[config.mk]
export PLATFORM = sky130hd
export DESIGN_NAME = tgp_gate_timing
export DESIGN_NICKNAME = d
export VERILOG_FILES = /design/src/rtl/tgp_pkg.sv /design/src/rtl/tgp_sync.sv /design/src/rtl/tgp_phase_gen.sv /design/src/rtl/tgp_gate_timing.sv
export SDC_FILE = /design/constraint.sdc
export NUM_CORES = 1
export LEC_CHECK = 0
export ABC_AREA = 0
export BUFFER_PORTS_ARGS = -buffer_cell sky130_fd_sc_hd__buf_2
export CORE_ASPECT_RATIO = 0.75
export CORE_MARGIN = 2
export CORE_UTILIZATION = 34
export CTS_BUF_LIST = sky130_fd_sc_hd__clkbuf_4
export DETAILED_ROUTE_END_ITERATION = 8
export GPL_ROUTABILITY_DRIVEN = 0
export PLACE_DENSITY = 0.59
export SLEW_MARGIN = 20
export SYNTH_ARGS = -nofsm -noshare
export SYNTH_HDL_FRONTEND = slang
export SYNTH_SLANG_ARGS = --single-unit
export TNS_END_PERCENT = 50
[constraint.sdc]
create_clock -name clk -period 1.4 [get_ports clk]
set_input_delay 0.28 -clock clk [delete_from_list [all_inputs] [get_ports clk]]
set_output_delay 0.28 -clock clk [all_outputs]
set_load 0.1 [all_outputs]
[src/rtl/tgp_pkg.sv]
// Purpose: shared constants, carriers and decoders for gate pulse timing
// Assumes: one system clock; the timing clock arrives as a pin level
// Notes:   step counts six 60-degree sectors of one mains cycle
package tgp_pkg;
  localparam int VCO_PER_MAINS = 384;
  localparam int SIX_DIV       = 64;
  localparam int STEPS         = VCO_PER_MAINS / SIX_DIV;
  localparam int DIV_W         = $clog2(SIX_DIV);
  localparam int STEP_W        = 3;
  localparam int NUM_PH        = 3;
  localparam int NUM_GATES     = 6;
  localparam int REF_STEPS     = STEPS / 2;
  localparam logic [DIV_W-1:0]  DIV_LAST   = DIV_W'(SIX_DIV - 1);
  localparam logic [DIV_W-1:0]  DIV_RESET  = 6'h00;
  localparam logic [STEP_W-1:0] STEP_LAST  = STEP_W'(STEPS - 1);
  localparam logic [STEP_W-1:0] STEP_RESET = 3'h0;

  typedef struct packed {
    logic instant_enable;
    logic soft_enable_n;
    logic phase_loss;
    logic delay_at_max;
    logic single_burst;
  } tgp_ctl_t;

  typedef struct packed {
    logic ramp_out_req;
    logic gating_enabled;
  } tgp_status_t;

  typedef enum logic [1:0] {TGP_RUN, TGP_RAMP, TGP_INH} tgp_soft_t;

  // gate k conducts in sectors k and k+1, a 120-degree window
  function automatic logic tgp_in_window(input logic [STEP_W-1:0] step, input int k);
    logic [STEP_W-1:0] first;
    logic [STEP_W-1:0] second;
    first  = STEP_W'(k);
    second = (k == STEPS - 1) ? STEP_RESET : STEP_W'(k + 1);
    return (step == first) || (step == second);
  endfunction

  // phase reference ph is high for three sectors from sector 2*ph
  function automatic logic tgp_ref_high(input logic [STEP_W-1:0] step, input int ph);
    int d;
    d = int'(step) - 2 * ph;
    if (d < 0) begin
      d = d + STEPS;
    end
    return d < REF_STEPS;
  endfunction
endpackage

[src/rtl/tgp_sync.sv]
// Purpose: two-flop synchroniser for a bundle of pin levels
// Assumes: bits are independent levels
// Notes:   first stage feeds only the second stage
`timescale 1ns/1ps
`default_nettype none
module tgp_sync #(
  parameter int W = 1
) (
  input  wire logic         clk,
  input  wire logic         reset,
  input  wire logic         ce,
  input  wire logic [W-1:0] d,
  output logic      [W-1:0] q
);
  logic [W-1:0] ff1_reg;
  logic [W-1:0] ff2_reg;

  always_ff @(posedge clk or posedge reset) begin
    if (reset) begin
      ff1_reg <= '0;
      ff2_reg <= '0;
    end else if (ce) begin
      ff1_reg <= d;
      ff2_reg <= ff1_reg;
    end
  end

  assign q = ff2_reg;
endmodule
`default_nettype wire

[src/rtl/tgp_phase_gen.sv]
// Purpose: divide timing ticks into the 6f clock and delayed 1f references
// Assumes: vco_tick is a one-cycle pulse per timing clock fall
// Notes:   outputs lag the counters by one tick, just under one degree
`timescale 1ns/1ps
`default_nettype none
module tgp_phase_gen
  import tgp_pkg::*;
(
  input  wire logic                       clk,
  input  wire logic                       reset,
  input  wire logic                       ce,
  input  wire logic                       vco_tick,
  output logic                            six_clk,
  output logic [tgp_pkg::STEP_W-1:0]      step_dly,
  output logic [tgp_pkg::NUM_PH-1:0]      refs
);
  logic [DIV_W-1:0]  div_reg, div_next;
  logic [STEP_W-1:0] step_reg, step_next;
  logic [STEP_W-1:0] stepd_reg, stepd_next;
  logic [NUM_PH-1:0] refs_reg, refs_next;
  logic              six_reg, six_next;

  always_comb begin
    div_next   = div_reg;
    step_next  = step_reg;
    stepd_next = stepd_reg;
    refs_next  = refs_reg;
    six_next   = six_reg;
    if (vco_tick) begin
      div_next   = (div_reg == DIV_LAST) ? DIV_RESET : div_reg + 1'b1;
      if (div_reg == DIV_LAST) begin
        step_next = (step_reg == STEP_LAST) ? STEP_RESET : step_reg + 1'b1;
      end
      six_next   = ~div_reg[DIV_W-1];
      stepd_next = step_reg;
      for (int p = 0; p < NUM_PH; p++) begin
        refs_next[p] = tgp_ref_high(step_reg, p);
      end
    end
  end

  always_ff @(posedge clk or posedge reset) begin
    if (reset) begin
      div_reg   <= DIV_RESET;
      step_reg  <= STEP_RESET;
      stepd_reg <= STEP_RESET;
      refs_reg  <= 3'h0;
      six_reg   <= 1'b0;
    end else if (ce) begin
      div_reg   <= div_next;
      step_reg  <= step_next;
      stepd_reg <= stepd_next;
      refs_reg  <= refs_next;
      six_reg   <= six_next;
    end
  end

  assign six_clk  = six_reg;
  assign step_dly = stepd_reg;
  assign refs     = refs_reg;
endmodule
`default_nettype wire

[src/rtl/tgp_gate_timing.sv]
// Purpose: digital gate delay timing for a three-phase thyristor bridge
// Assumes: timing clock, mains references and control are pin levels
// Notes:   gate outputs are full-width pulse commands for the amplifiers
//
// Overview of operation
// - divide 384x timing clock by 64
// - divide by six into three delayed references
// - two-burst: references AND timing AND 6f
// - each pulse half a timing period
// - second burst sixty degrees after first
// - single burst: references AND timing only
// - profile selectable by a pin
// - three XOR phase detector outputs
// - swap comparator references on reverse rotation
// - six gate command outputs
// - instant enable gates and inhibits at the next pulse gap
// - soft inhibit waits for maximum delay
`timescale 1ns/1ps
`default_nettype none
module tgp_gate_timing
  import tgp_pkg::*;
(
  input  wire logic                          clk,
  input  wire logic                          reset,
  input  wire logic                          ce,
  input  wire logic                          vco_clk_in,
  input  wire logic [tgp_pkg::NUM_PH-1:0]    mains_ref,
  input  wire tgp_pkg::tgp_ctl_t             ctl,
  output logic      [tgp_pkg::NUM_GATES-1:0] gate_cmd,
  output logic      [tgp_pkg::NUM_PH-1:0]    phase_det,
  output logic                               six_times_mains_clock,
  output var tgp_pkg::tgp_status_t           status
);
  import tgp_pkg::*;

  localparam int SYNC_W = 1 + NUM_PH + $bits(tgp_ctl_t);

  logic [SYNC_W-1:0]  sync_q;
  logic               vco_s;
  logic [NUM_PH-1:0]  mains_s;
  tgp_ctl_t           ctl_s;
  logic               vco_tick;
  logic               six_clk;
  logic [STEP_W-1:0]  step_dly;
  logic [NUM_PH-1:0]  refs;
  logic [NUM_PH-1:0]  sel_ref;

  // timing clock, references and control all cross from pins
  tgp_sync #(
    .W (SYNC_W)
  ) u_sync (
    .clk   (clk),
    .reset (reset),
    .ce    (ce),
    .d     ({vco_clk_in, mains_ref, ctl}),
    .q     (sync_q)
  );

  assign vco_s   = sync_q[SYNC_W-1];
  assign mains_s = sync_q[SYNC_W-2 -: NUM_PH];
  assign ctl_s   = sync_q[$bits(tgp_ctl_t)-1:0];

  // edge and rotation state
  logic vco_q_reg, vco_q_next;
  logic ma_q_reg, ma_q_next;
  logic rev_reg, rev_next;

  always_comb begin
    vco_q_next = vco_s;
    ma_q_next  = mains_s[0];
    rev_next   = rev_reg;
    // at a rise of A, B already high means C-B-A rotation
    if (mains_s[0] && !ma_q_reg) begin
      rev_next = mains_s[1];
    end
  end

  always_ff @(posedge clk or posedge reset) begin
    if (reset) begin
      vco_q_reg <= 1'b0;
      ma_q_reg  <= 1'b0;
      rev_reg   <= 1'b0;
    end else if (ce) begin
      vco_q_reg <= vco_q_next;
      ma_q_reg  <= ma_q_next;
      rev_reg   <= rev_next;
    end
  end

  // advance on the timing clock fall: sector and 6f settle in the pulse gap,
  // so no pulse is clipped where a burst starts or ends
  assign vco_tick = !vco_s && vco_q_reg;

  tgp_phase_gen u_phase (
    .clk      (clk),
    .reset    (reset),
    .ce       (ce),
    .vco_tick (vco_tick),
    .six_clk  (six_clk),
    .step_dly (step_dly),
    .refs     (refs)
  );

  assign six_times_mains_clock = six_clk;

  // references arrive already shifted by 30 degrees, so they compare direct
  assign sel_ref = rev_reg ? {mains_s[1], mains_s[2], mains_s[0]} : mains_s;

  // soft enable state
  tgp_soft_t st_reg, st_next;
  logic      soft_ok;

  assign soft_ok = !ctl_s.soft_enable_n && !ctl_s.phase_loss;

  always_comb begin
    st_next = st_reg;
    unique case (st_reg)
      TGP_RUN: begin
        if (!soft_ok) begin
          st_next = TGP_RAMP;
        end
      end
      TGP_RAMP: begin
        if (soft_ok) begin
          st_next = TGP_RUN;
        end else if (ctl_s.delay_at_max) begin
          st_next = TGP_INH;
        end
      end
      TGP_INH: begin
        if (soft_ok) begin
          st_next = TGP_RUN;
        end
      end
      default: begin
        st_next = TGP_INH;
      end
    endcase
  end

  always_ff @(posedge clk or posedge reset) begin
    if (reset) begin
      st_reg <= TGP_INH;
    end else if (ce) begin
      st_reg <= st_next;
    end
  end

  // gating permission moves only between pulses, trading up to half a
  // timing period of latency for never clipping a pulse
  logic allow_reg, allow_next;
  logic allow_want;

  assign allow_want = ctl_s.instant_enable && (st_reg != TGP_INH);

  always_comb begin
    allow_next = allow_reg;
    if (!vco_s) begin
      allow_next = allow_want;
    end
  end

  always_ff @(posedge clk or posedge reset) begin
    if (reset) begin
      allow_reg <= 1'b0;
    end else if (ce) begin
      allow_reg <= allow_next;
    end
  end

  // gate commands and phase detectors
  logic [NUM_GATES-1:0] gate_reg, gate_next;
  logic [NUM_GATES-1:0] win;
  logic [NUM_PH-1:0]    pd_reg, pd_next;
  logic                 burst_clk;

  // single burst ignores the 6f clock, giving 128 pulses in 120 degrees
  assign burst_clk = ctl_s.single_burst ? 1'b1 : six_clk;

  generate
    for (genvar k = 0; k < NUM_GATES; k++) begin : g_gate
      assign win[k] = tgp_in_window(step_dly, k);
    end
  endgenerate

  always_comb begin
    gate_next = win & {NUM_GATES{vco_s && burst_clk && allow_reg}};
    pd_next   = sel_ref ^ refs;
  end

  always_ff @(posedge clk or posedge reset) begin
    if (reset) begin
      gate_reg <= 6'h00;
      pd_reg   <= 3'h0;
    end else if (ce) begin
      gate_reg <= gate_next;
      pd_reg   <= pd_next;
    end
  end

  assign gate_cmd  = gate_reg;
  assign phase_det = pd_reg;
  assign status    = '{ramp_out_req: (st_reg != TGP_RUN), gating_enabled: allow_reg};

  // helper: ce held over two cycles keeps past values meaningful
  logic ce_d_reg;

  always_ff @(posedge clk or posedge reset) begin
    if (reset) begin
      ce_d_reg <= 1'b0;
    end else begin
      ce_d_reg <= ce;
    end
  end
endmodule
`default_nettype wire

==> results_dict.tcl, run 1 <==
set metrics [dict create \
    synthDistinctLibCells 40 \
    num_io_pins 24 \
    track_usage_pct 12.1 \
    synth_largest_area_cell "sky130_fd_sc_hd__dfrtp_1" \
    final_period_minus_worst_setup_slack_ns 1.48 \
    finish.net_count 243 \
    yosysTopAreaCellShare_pct 54.5 \
    clock_sinks 49 \
    clk_slew_on_worst_s_h_paths_ns 0.16 \
    syn-cell-area_sq_mm 0.00220 \
    final_area_sq_mm 0.00272 \
    pre_cts_ws_ns 0.0325 \
    biggest_fanout_along_the_worst_timing_path 2 \
    final.setup_skew_ns 0.0152 \
    finalNonFillerCells 306 \
    synth.most_common_cell "sky130_fd_sc_hd__dfrtp_1" \
    least_margin_pin_slew_ns 0.359 \
    die_height_um 73.7 \
    violations_in_the_final_reports "negative setup slack" \
    first_global_vias 1468 \
    asyncSetResetFlopFracSynth_pct 100 \
    postRouteWirelength_um 3810 \
    synthesis.yosys.warnings 0 \
    max_freq_ghz 0.675 \
    critical_path.top_delay_family "flip-flops" \
    final_layout_size_suffix_gt1_share_pct 39.1 \
    worstSkewPairLatency_ns 0.36 \
    path_depth 3 \
    route.detailed.wl_per_inst_um 12.5 \
    grt_first_pass_wirelength_um 6960 \
    die_w_um 97.0 \
    n_antenna_cell 0 \
    grt_setup_unrepaired "true" \
    fp.dieArea_sq_mm 0.00715 \
    yosys-top-cells-area "sky130_fd_sc_hd__dfrtp_1 (54%), sky130_fd_sc_hd__mux2_2 (12%), sky130_fd_sc_hd__ha_1 (4.0%)" \
    reg2reg_from "u_phase.div_reg[0]$_DFFE_PP0P_" \
    finalSetupViolCount 1 \
    antenna_found_initial 0 \
    timing.critical_path.cells "inv_2 -> nand2_2 -> buf_12" \
    worst_setup_path_end_kind "output port" \
    timing_max_transition_violations_final 0 \
    port_buffers 23 \
    numPlacedInstances 292 \
    synth-seq-cells 49 \
    crit_buf_inv 2 \
    cp_data_arrival_time_ns 1.20 \
    cts.path.max_buffers 2 \
    slew-limit-headroom_pct 76.0 \
    origin_of_the_worst_setup_path "st_reg[1]$_DFFE_PP1P_" \
    crit_path_start_kind "flip-flop" \
    critPathSlowestCell "sky130_fd_sc_hd__dfstp_2" \
    grt_start_max_net_pins 33 \
    drv.max_cap_violation_count 0 \
    ff2ff_path_depth 4 \
    synth_edf_count 0 \
    finalHoldWorstSlack_ns 0.133 \
    cts-buffers-inserted 5 \
    critical_path.endpoint "status[1]" \
    worst_slack_ns -0.0818 \
    syn_area_per_cell_sq_um 12.2 \
    pwr_density_cell_mw_per_mm2 1620 \
    placeableCoreArea_sq_mm 0.00629 \
    hold_violations 0 \
    min-delay-path-class "input pin to flip-flop" \
    h-tree-depth 2 \
    num_vias 1439 \
    run_status "finished, violations left" \
    firstDrtPassIters 4 \
    tritoncts_clock_tree "yes" \
    floorplan.initialDensity_pct 35.1 \
    avgViaCountPerCell 4.70 \
    root_buffer "sky130_fd_sc_hd__clkbuf_4" \
    cp_slowest_stage_delay_ns 0.56 \
    timing.setup.tns_ns -0.0818 \
    yosysSeqAreaShare_pct 55.7 \
    ant_nets 0 \
    reg2reg_to "u_phase.step_reg[1]$_DFFE_PP0P_" \
    static-leakage-power_nw 1.24 \
    final_min_period_over_clock_period_pct 106 \
    drt_drc_violations_left 0 \
    rrSetupSlack_ns 0.11 \
    layout-area-overhead-vs-synth_pct 23.4 \
    initialDrtViolationCount 41 \
    synth-main-ff-cell "sky130_fd_sc_hd__dfrtp_1" \
    synth_commonest_cells "sky130_fd_sc_hd__dfrtp_1 (48), sky130_fd_sc_hd__mux2_2 (23), sky130_fd_sc_hd__nand2_1 (20)" \
    postPlaceCellArea_sq_mm 0.00257 \
    vdd_drop_max_v 0.00122 \
    critPathKind "flip-flop to output port" \
    overflow 0 \
    synth_nets 200 \
    required_ns 1.12 \
    num-fill-cells 603 \
    num_rows 25 \
    syn_inst 181 \
    hpwlAfterDp_um 2780 \
]
-- worst min-delay path by stage --
stage                      start                            end  cells past startpoint
after floorplan            reset          allow_reg$_DFFE_PP0P_                      1
after global placement     reset       phase_det[2]$_DFFE_PP0P_                      2
after detailed placement   reset       phase_det[2]$_DFFE_PP0P_                      2
after CTS                 ctl[0]  u_sync.ff1_reg[0]$_DFFE_PP0P_                      2
after global routing      ctl[0]  u_sync.ff1_reg[0]$_DFFE_PP0P_                      2
final                     ctl[0]  u_sync.ff1_reg[0]$_DFFE_PP0P_                      2
-- cell families after synthesis --
logic type               Yosys count  synth area share, %
flip-flops                        49                 55.7
AND/OR/NAND/NOR                   40                 9.82
AO/OA/AOI/OAI                     33                 10.2
multiplexers                      27                 13.6
buffers and inverters             17                 3.57
XOR/XNOR                           8                 3.18
adder cells (fa/ha/maj)            7                 3.97
-- repair_timing --
action                     CTS  global route
gates cloned                 0             0
buffers inserted             2             3
hold buffers                 1             0
setup endpoints to repair   11             5
hold endpoints to repair    13             0
resized for setup           12             5
-- cell type report --
type	instances	area [sq um]	area share, %
flip-flops and latches	49	1230	45.1
clock buffers	5	37.5	1.38
well taps	81	101	3.72
repair buffers	44	375	13.8
clock inverters	3	21.3	0.782
multi-input cells	115	920	33.8
inverters	9	37.5	1.38
-- layer usage --
metal  up-vias  global-route usage [%]  share of wire [%]
li1        722                       -                  -
met5         -                       0                  0
met4         0                    3.29               0.89
met2        22                    18.1                 44
met1       693                    17.5                 52
met3         2                    3.24                3.3
-- per-stage QoR --
stage / power [mW] / utilization [%]
final: 4.40 / 43.3
after detailed placement: 3.67 / 40.8
after CTS: 4.43 / 42.5
after global placement: 3.64 / 40.8
after floorplan: 3.17 / -
after global routing: 4.66 / 43.3
-- worst reg2reg max path, cell delays in order (launching register included) --
cell	delay [ns]
sky130_fd_sc_hd__dfrtp_1	0.39
sky130_fd_sc_hd__ha_1	0.18
sky130_fd_sc_hd__nand2_1	0.12
sky130_fd_sc_hd__nor4_2	0.17
sky130_fd_sc_hd__mux2_1	0.34
-- placed cells by master, fill, tap and decap left out, types with 3 or more instances in the layout --
| cell | Yosys | routed |
|---|---|---|
| sky130_fd_sc_hd__clkbuf_4 | 0 | 5 |
| sky130_fd_sc_hd__mux2i_1 | 3 | 3 |
| sky130_fd_sc_hd__mux2_2 | 23 | 23 |
| sky130_fd_sc_hd__buf_4 | 3 | 25 |
| sky130_fd_sc_hd__nand2_1 | 20 | 19 |
| sky130_fd_sc_hd__buf_2 | 3 | 11 |
| sky130_fd_sc_hd__nor2_1 | 6 | 6 |
| sky130_fd_sc_hd__inv_1 | 9 | 5 |
| sky130_fd_sc_hd__dfrtp_1 | 48 | 47 |
| sky130_fd_sc_hd__o21ai_0 | 11 | 11 |
| sky130_fd_sc_hd__xnor2_1 | 7 | 7 |
| sky130_fd_sc_hd__inv_2 | 0 | 3 |
| sky130_fd_sc_hd__buf_12 | 0 | 5 |
| sky130_fd_sc_hd__a21oi_1 | 4 | 4 |
| sky130_fd_sc_hd__a22o_1 | 4 | 4 |
| sky130_fd_sc_hd__ha_1 | 7 | 6 |
-- where the power goes --
group          internal (mW)  switching (mW)
sequential              1.71           0.236
clock                  0.200           0.469
combinational          0.696            1.08
total                   2.61            1.79
Power figures use the tool's default switching activity.
==> run 2: changes to the inputs <==
- SYNTH_HIERARCHICAL: default -> 1
==> run 2 against run 1 <==
The run still ends with negative setup slack left. Count of clock-buffer cells in the layout unchanged. Largest cell class unchanged. Via count shrank 1.9%. Global-route usage up 0.45 points. Sequential cell count is the same. Worst setup slack got worse by 0.0044 ns. Area after synthesis fell by 0.91%. Die area is 0.86% lower. Sequential share of layout area increased by 1.1 points. Register-to-register slack worse by 0.10 ns. Cell count decreased by 4.6%. Non-clock buffer count fell by 5. Worst hold slack got worse by 0.0023 ns.
==> results_dict.tcl, run 2 <==
set metrics [dict create \
    run_status "finished, violations left" \
    violations_in_the_final_reports "negative setup slack" \
    worst_setup_path_end_kind "output port" \
    combinational_family_with_the_most_area_after_synthesis "multiplexers" \
    num_io_pins 24 \
    syn_area_per_cell_sq_um 12.9 \
    synth_largest_area_cell "sky130_fd_sc_hd__dfrtp_1" \
    grt_first_pass_wirelength_um 6780 \
    max_freq_ghz 0.673 \
    postPlaceCellArea_sq_mm 0.00249 \
    track_usage_pct 12.6 \
    hpwlAfterDp_um 2810 \
    routed-wl-met3_um 186 \
    min-delay-path-class "input pin to flip-flop" \
    critPathSlowestCell "sky130_fd_sc_hd__dfstp_2" \
    root_buffer "sky130_fd_sc_hd__clkbuf_4" \
    yosysTopAreaCellShare_pct 55.0 \
    syn-cell-area_sq_mm 0.00218 \
    final_layout_size_suffix_gt1_share_pct 37.9 \
    ant_nets 0 \
    layout.cells.most_common "sky130_fd_sc_hd__dfrtp_1" \
    h-tree-depth 2 \
    finish.net_count 227 \
    port_buffers 23 \
    synth-main-ff-cell "sky130_fd_sc_hd__dfrtp_1" \
    top_layer_used "met4" \
    overflow 0 \
    final_area_sq_mm 0.00265 \
    critical_path.top_delay_family "flip-flops" \
    static-leakage-power_nw 1.27 \
    cts.path.max_buffers 2 \
    cp_slowest_stage_delay_ns 0.57 \
    postRouteWirelength_um 4070 \
    hold_violations 0 \
    timing_max_transition_violations_final 0 \
    initialDrtViolationCount 33 \
    grt_start_max_net_pins 20 \
    worst_slack_ns -0.0863 \
    pwr_density_cell_mw_per_mm2 1680 \
    fp.dieArea_sq_mm 0.00709 \
    critPathKind "flip-flop to output port" \
    synth_compound_area_share_pct 8.71 \
    post_synthesis_adder_cell_area_fraction_pct 2.86 \
    drv.max_cap_violation_count 0 \
    clk_slew_on_worst_s_h_paths_ns 0.15 \
    final_period_minus_worst_setup_slack_ns 1.49 \
    crit_path_start_kind "flip-flop" \
    syn_inst 170 \
    cp_data_arrival_time_ns 1.21 \
    tritoncts_clock_tree "yes" \
    least_margin_pin_slew_ns 0.373 \
    drt_drc_violations_left 0 \
    avgViaCountPerCell 4.84 \
    num-fill-cells 609 \
    yosys-top-cells-area "sky130_fd_sc_hd__dfrtp_1 (55%), sky130_fd_sc_hd__mux2_4 (6.9%), sky130_fd_sc_hd__mux2_2 (6.7%)" \
    finalSetupViolCount 1 \
    asyncSetResetFlopFracSynth_pct 100 \
    die_height_um 73.4 \
    crit_buf_inv 2 \
    num_vias 1412 \
    n_antenna_cell 0 \
    numPlacedInstances 280 \
    slew-limit-headroom_pct 75.1 \
    final_min_period_over_clock_period_pct 106 \
    post_synthesis_xor_xnor_area_fraction_pct 3.95 \
    biggest_fanout_along_the_worst_timing_path 2 \
    first_global_vias 1318 \
    die_w_um 96.6 \
    timing.critical_path.cells "inv_2 -> nand2_4 -> buf_12" \
    ff2ff_path_depth 4 \
    cts-buffers-inserted 5 \
    yosysSeqAreaShare_pct 56.2 \
    mostFrequentLayoutCells "sky130_fd_sc_hd__dfrtp_1 (47), sky130_fd_sc_hd__buf_4 (20), sky130_fd_sc_hd__mux2_2 (13), sky130_fd_sc_hd__nand2_1 (13), sky130_fd_sc_hd__buf_2 (12)" \
    synth-seq-cells 49 \
    synth_nets 187 \
    vdd_drop_max_v 0.000560 \
    worstSkewPairLatency_ns 0.36 \
    route.detailed.wl_per_inst_um 13.9 \
    synth_commonest_cells "sky130_fd_sc_hd__dfrtp_1 (48), sky130_fd_sc_hd__nand2_1 (14), sky130_fd_sc_hd__mux2_2 (13)" \
    grt_setup_unrepaired "true" \
    synthSimpleGateAreaFrac_pct 7.90 \
    num_rows 25 \
    layout-area-overhead-vs-synth_pct 21.5 \
    synth_edf_count 0 \
    synthesis.yosys.warnings 6 \
    placeableCoreArea_sq_mm 0.00626 \
    floorplan.initialDensity_pct 34.9 \
    synth.most_common_cell "sky130_fd_sc_hd__dfrtp_1" \
    routed-wl-met2_um 1780 \
    required_ns 1.12 \
    final.setup_skew_ns 0.0143 \
    clock_sinks 49 \
    synthDistinctLibCells 40 \
    path_depth 3 \
    min_delay_path_depth 2 \
    antenna_found_initial 0 \
    synth_mux_area_share_pct 16.0 \
    firstDrtPassIters 4 \
    m1WireLength_um 2070 \
    finalNonFillerCells 292 \
]
run 2: changes by cell type in the layout (fill, tap and decap cells not counted), moves of 2 or more:
| cell | before | now |
|---|---|---|
| sky130_fd_sc_hd__mux2_2 | 23 | 13 |
| sky130_fd_sc_hd__and4_4 | 0 | 2 |
| sky130_fd_sc_hd__o21ai_0 | 11 | 9 |
| sky130_fd_sc_hd__buf_4 | 25 | 20 |
| sky130_fd_sc_hd__o211ai_1 | 2 | 0 |
| sky130_fd_sc_hd__nand2_4 | 0 | 2 |
| sky130_fd_sc_hd__inv_2 | 3 | 1 |
| sky130_fd_sc_hd__mux2_4 | 0 | 10 |
| sky130_fd_sc_hd__nand2_1 | 19 | 13 |
| sky130_fd_sc_hd__o21ai_1 | 0 | 2 |
| sky130_fd_sc_hd__inv_1 | 5 | 9 |
| sky130_fd_sc_hd__clkinvlp_4 | 2 | 0 |
run 2: where the power goes:
part	switching, mW	internal, mW	total (mW)
sequential	0.256	1.71	1.96
combinational	1.02	0.631	1.65
clock	0.468	0.380	0.848
total	1.74	2.72	4.46
run 2: cell families after synthesis:
family / count (synthesis)
buffers and inverters: 16
AND/OR/NAND/NOR: 34
multiplexers: 28
AO/OA/AOI/OAI: 29
flip-flops: 49
adder cells (fa/ha/maj): 5
XOR/XNOR: 9
run 2: worst paths after layout:
path	start	endpoint	slack, ns
max	st_reg[1]$_DFFE_PP1P_	status[1]	-0.09
min	ctl[3]	u_sync/ff1_reg[3]$_DFFE_PP0P_	0.13
max reg2reg	u_sync/q[8]$_DFFE_PP0P_	u_phase/step_reg[2]$_DFFE_PP0P_	0.01
min reg2reg	vco_q_reg$_DFFE_PP0P_	vco_q_reg$_DFFE_PP0P_	0.50
max in group asynchronous	reset	u_sync/q[4]$_DFFE_PP0P_	0.50
min in group asynchronous	reset	u_phase/div_reg[2]$_DFFE_PP0N_	0.37
run 2: per-layer routing:
layer  up-vias  global-route usage (%)
li1        671                       -
met1       704                    19.0
met2        32                    17.7
met3         5                    3.69
met4         0                    2.82
met5         -                       0
run 2: layout make-up:
class,count,area (sq um),area share (%)
Multi-Input combinational cell,105,882,33.2
Inverter,10,37.5,1.41
Clock inverter,3,43.8,1.65
Sequential cell,49,1230,46.3
Clock buffer,5,37.5,1.41
Tap cell,81,101,3.82
Timing Repair Buffer,39,323,12.2
run 2: through the flow:
step	setup WS [ns]	util, %	setup TNS [ns]	hold WS (ns)	total power [mW]
3_5_place_dp	-0.0287	39.8	-0.0287	0.230	3.53
5_1_grt	-0.156	42.4	-0.202	0.0953	4.70
3_3_place_gp	-0.00566	39.8	-0.00566	0.229	3.50
2_1_floorplan	-0.0889	-	-0.0889	0.181	3.09
6_report	-0.0863	42.4	-0.0863	0.131	4.46
4_1_cts	-0.117	41.9	-0.117	0.117	4.45
run 2: what timing repair did:
item / in CTS / in global routing
gates cloned: 0 / 1
pin swaps: 1 / 2
setup buffers: 1 / 1
endpoints found under the hold margin: 18 / 0
gates resized for setup: 15 / 5
hold buffers: 1 / 0
setup endpoints to repair: 12 / 7
==> run 3: changes to the inputs <==
- CORE_UTILIZATION: 34 -> 40
- PLACE_DENSITY: 0.59 -> 0.66
==> run 3 against run 2 <==
The run still ends with negative setup slack left. Register-to-register slack gained 0.07 ns. First-iteration DRC count shrank 3.0%. Clock power shrank 26%. Critical path depth is the same. Sequential cell count is the same. Power shrank 6.4%. Utilization grew 6.9 points. Cell count shrank 1.7%. Cell area shrank 1.5%. Count of clock-buffer cells in the layout is the same. Clock skew grew 0.0090 ns. Largest cell class unchanged.
==> results_dict.tcl, run 3 (synthesized netlist as in run 2, its figures left out) <==
set metrics [dict create \
    run_status "finished, violations left" \
    violations_in_the_final_reports "negative setup slack" \
    clk_slew_on_worst_s_h_paths_ns 0.15 \
    grt_first_pass_wirelength_um 6270 \
    pre_cts_ws_ns 0.0452 \
    final.setup_skew_ns 0.0233 \
    fp.dieArea_sq_mm 0.00607 \
    track_usage_pct 13.5 \
    timing.setup.tns_ns -0.0824 \
    floorplan.initialDensity_pct 41.3 \
    worstSkewPairLatency_ns 0.36 \
    least_margin_pin_slew_ns 0.375 \
    h-tree-depth 2 \
    hold_path_origin "ctl[3]" \
    clock_sinks 49 \
    postRouteWirelength_um 3670 \
    worst_slack_ns -0.0824 \
    reg2reg_from "vco_q_reg$_DFFE_PP0P_" \
    antenna_found_initial 0 \
    share_comb_of_total_power_pct 38.4 \
    finalHoldWorstSlack_ns 0.134 \
    crit_path_start_kind "flip-flop" \
    max_freq_ghz 0.675 \
    final_min_period_over_clock_period_pct 106 \
    firstDrtPassIters 4 \
    num_io_pins 24 \
    port_buffers 23 \
    num_vias 1379 \
    critPathKind "flip-flop to output port" \
    route.detailed.wl_per_inst_um 12.8 \
    initialDrtViolationCount 32 \
    rrSetupSlack_ns 0.08 \
    grt_start_max_net_pins 20 \
    grt_setup_unrepaired "true" \
    root_buffer "sky130_fd_sc_hd__clkbuf_4" \
    timing_max_transition_violations_final 0 \
    pwr_density_cell_mw_per_mm2 1600 \
    tritoncts_clock_tree "yes" \
    first_global_vias 1335 \
    power_switching_mw 1.69 \
    power_report.internal_total_mw 2.49 \
    reg2reg_to "u_phase/step_dly[0]$_DFFE_PP0N_" \
    finalSetupViolCount 1 \
    avgViaCountPerCell 4.80 \
    power_switching_share_pct 40.3 \
    biggest_fanout_along_the_worst_timing_path 2 \
    drv.max_cap_violation_count 0 \
    finalNonFillerCells 287 \
    placeableCoreArea_sq_mm 0.00530 \
    static-leakage-power_nw 1.25 \
    cp_data_arrival_time_ns 1.20 \
    mostFrequentLayoutCells "sky130_fd_sc_hd__dfrtp_1 (47), sky130_fd_sc_hd__buf_4 (23), sky130_fd_sc_hd__mux2_2 (13), sky130_fd_sc_hd__nand2_1 (13), sky130_fd_sc_hd__buf_2 (11)" \
    cts-buffers-inserted 5 \
    critical_path.endpoint "status[1]" \
    hold_violations 0 \
    cts.path.max_buffers 2 \
    numPlacedInstances 276 \
    min-delay-path-class "input pin to flip-flop" \
    clock_power_share_pct 15.0 \
    postPlaceCellArea_sq_mm 0.00248 \
    slew-limit-headroom_pct 75.0 \
    die_height_um 68 \
    finish.net_count 228 \
    ant_nets 0 \
    num_rows 23 \
    drt_drc_violations_left 0 \
    ff2ff_path_depth 5 \
    origin_of_the_worst_setup_path "st_reg[1]$_DFFE_PP1P_" \
    die_w_um 89.3 \
    worst_setup_path_end_kind "output port" \
    n_antenna_cell 0 \
    required_ns 1.12 \
    final_layout_size_suffix_gt1_share_pct 37.3 \
    layout.cells.most_common "sky130_fd_sc_hd__dfrtp_1" \
    final_period_minus_worst_setup_slack_ns 1.48 \
    hpwlAfterDp_um 2710 \
    overflow 0 \
    layout-area-overhead-vs-synth_pct 19.6 \
    seqPwrFrac_pct 46.6 \
    final_area_sq_mm 0.00261 \
    vdd_drop_max_v 0.000588 \
]
==> run 3: per-stage QoR <==
step                power [mW]  utilization, %
floorplan                 3.09               -
global placement          3.46            46.9
detailed placement        3.48            46.9
CTS                       4.19            48.8
global route              4.44            49.4
finish                    4.18            49.4
==> run 3: area by class of cell <==
type,count,area [sq um]
multi-input cells,105,878
well taps,75,93.8
inverters,10,37.5
fillers,495,2680
clock inverters,3,17.5
flip-flops and latches,49,1230
clock buffers,5,37.5
repair buffers,40,320
==> run 3: power groups by stage <==
stage,Combinational [mW],Sequential [mW],Clock (mW)
final,1.60,1.95,0.627
after global placement,1.48,1.97,0
after CTS,1.58,1.95,0.660
after global routing,1.71,2.00,0.731
after floorplan,0.736,2.35,0
after detailed placement,1.51,1.97,0
==> run 3: per-layer routing <==
| metal | track usage, % | vias to the layer above | share of wire, % |
|---|---|---|---|
| met5 | 0 | - | 0 |
| met4 | 2.80 | 0 | 0.35 |
| met3 | 4.10 | 2 | 4.7 |
| met2 | 20.4 | 30 | 41 |
| met1 | 19.2 | 666 | 54 |
| li1 | - | 681 | - |
==> run 3: worst min-delay path by stage <==
stage	end	slack, ns	depth (start not counted)
after global placement	gate_cmd[0]$_DFFE_PP0P_	0.25	2
after CTS	u_sync/ff1_reg[1]$_DFFE_PP0P_	0.12	2
after floorplan	allow_reg$_DFFE_PP0P_	0.18	1
after detailed placement	gate_cmd[3]$_DFFE_PP0P_	0.25	2
after global routing	u_sync/ff1_reg[1]$_DFFE_PP0P_	0.09	2
final	u_sync/ff1_reg[3]$_DFFE_PP0P_	0.13	2
==> run 3: what timing repair did <==
| action | in CTS | in global routing |
|---|---|---|
| gates resized for setup | 13 | 6 |
| setup endpoints to repair | 12 | 8 |
| hold buffers | 1 | 0 |
| pin swaps | 1 | 0 |
| setup buffers | 1 | 1 |
| endpoints found under the hold margin | 40 | 0 |
==> run 3: critical path: stages (launching register included) <==
cell,delay (ns)
sky130_fd_sc_hd__dfstp_2,0.57
sky130_fd_sc_hd__inv_2,0.05
sky130_fd_sc_hd__nand2_4,0.06
sky130_fd_sc_hd__buf_12,0.17
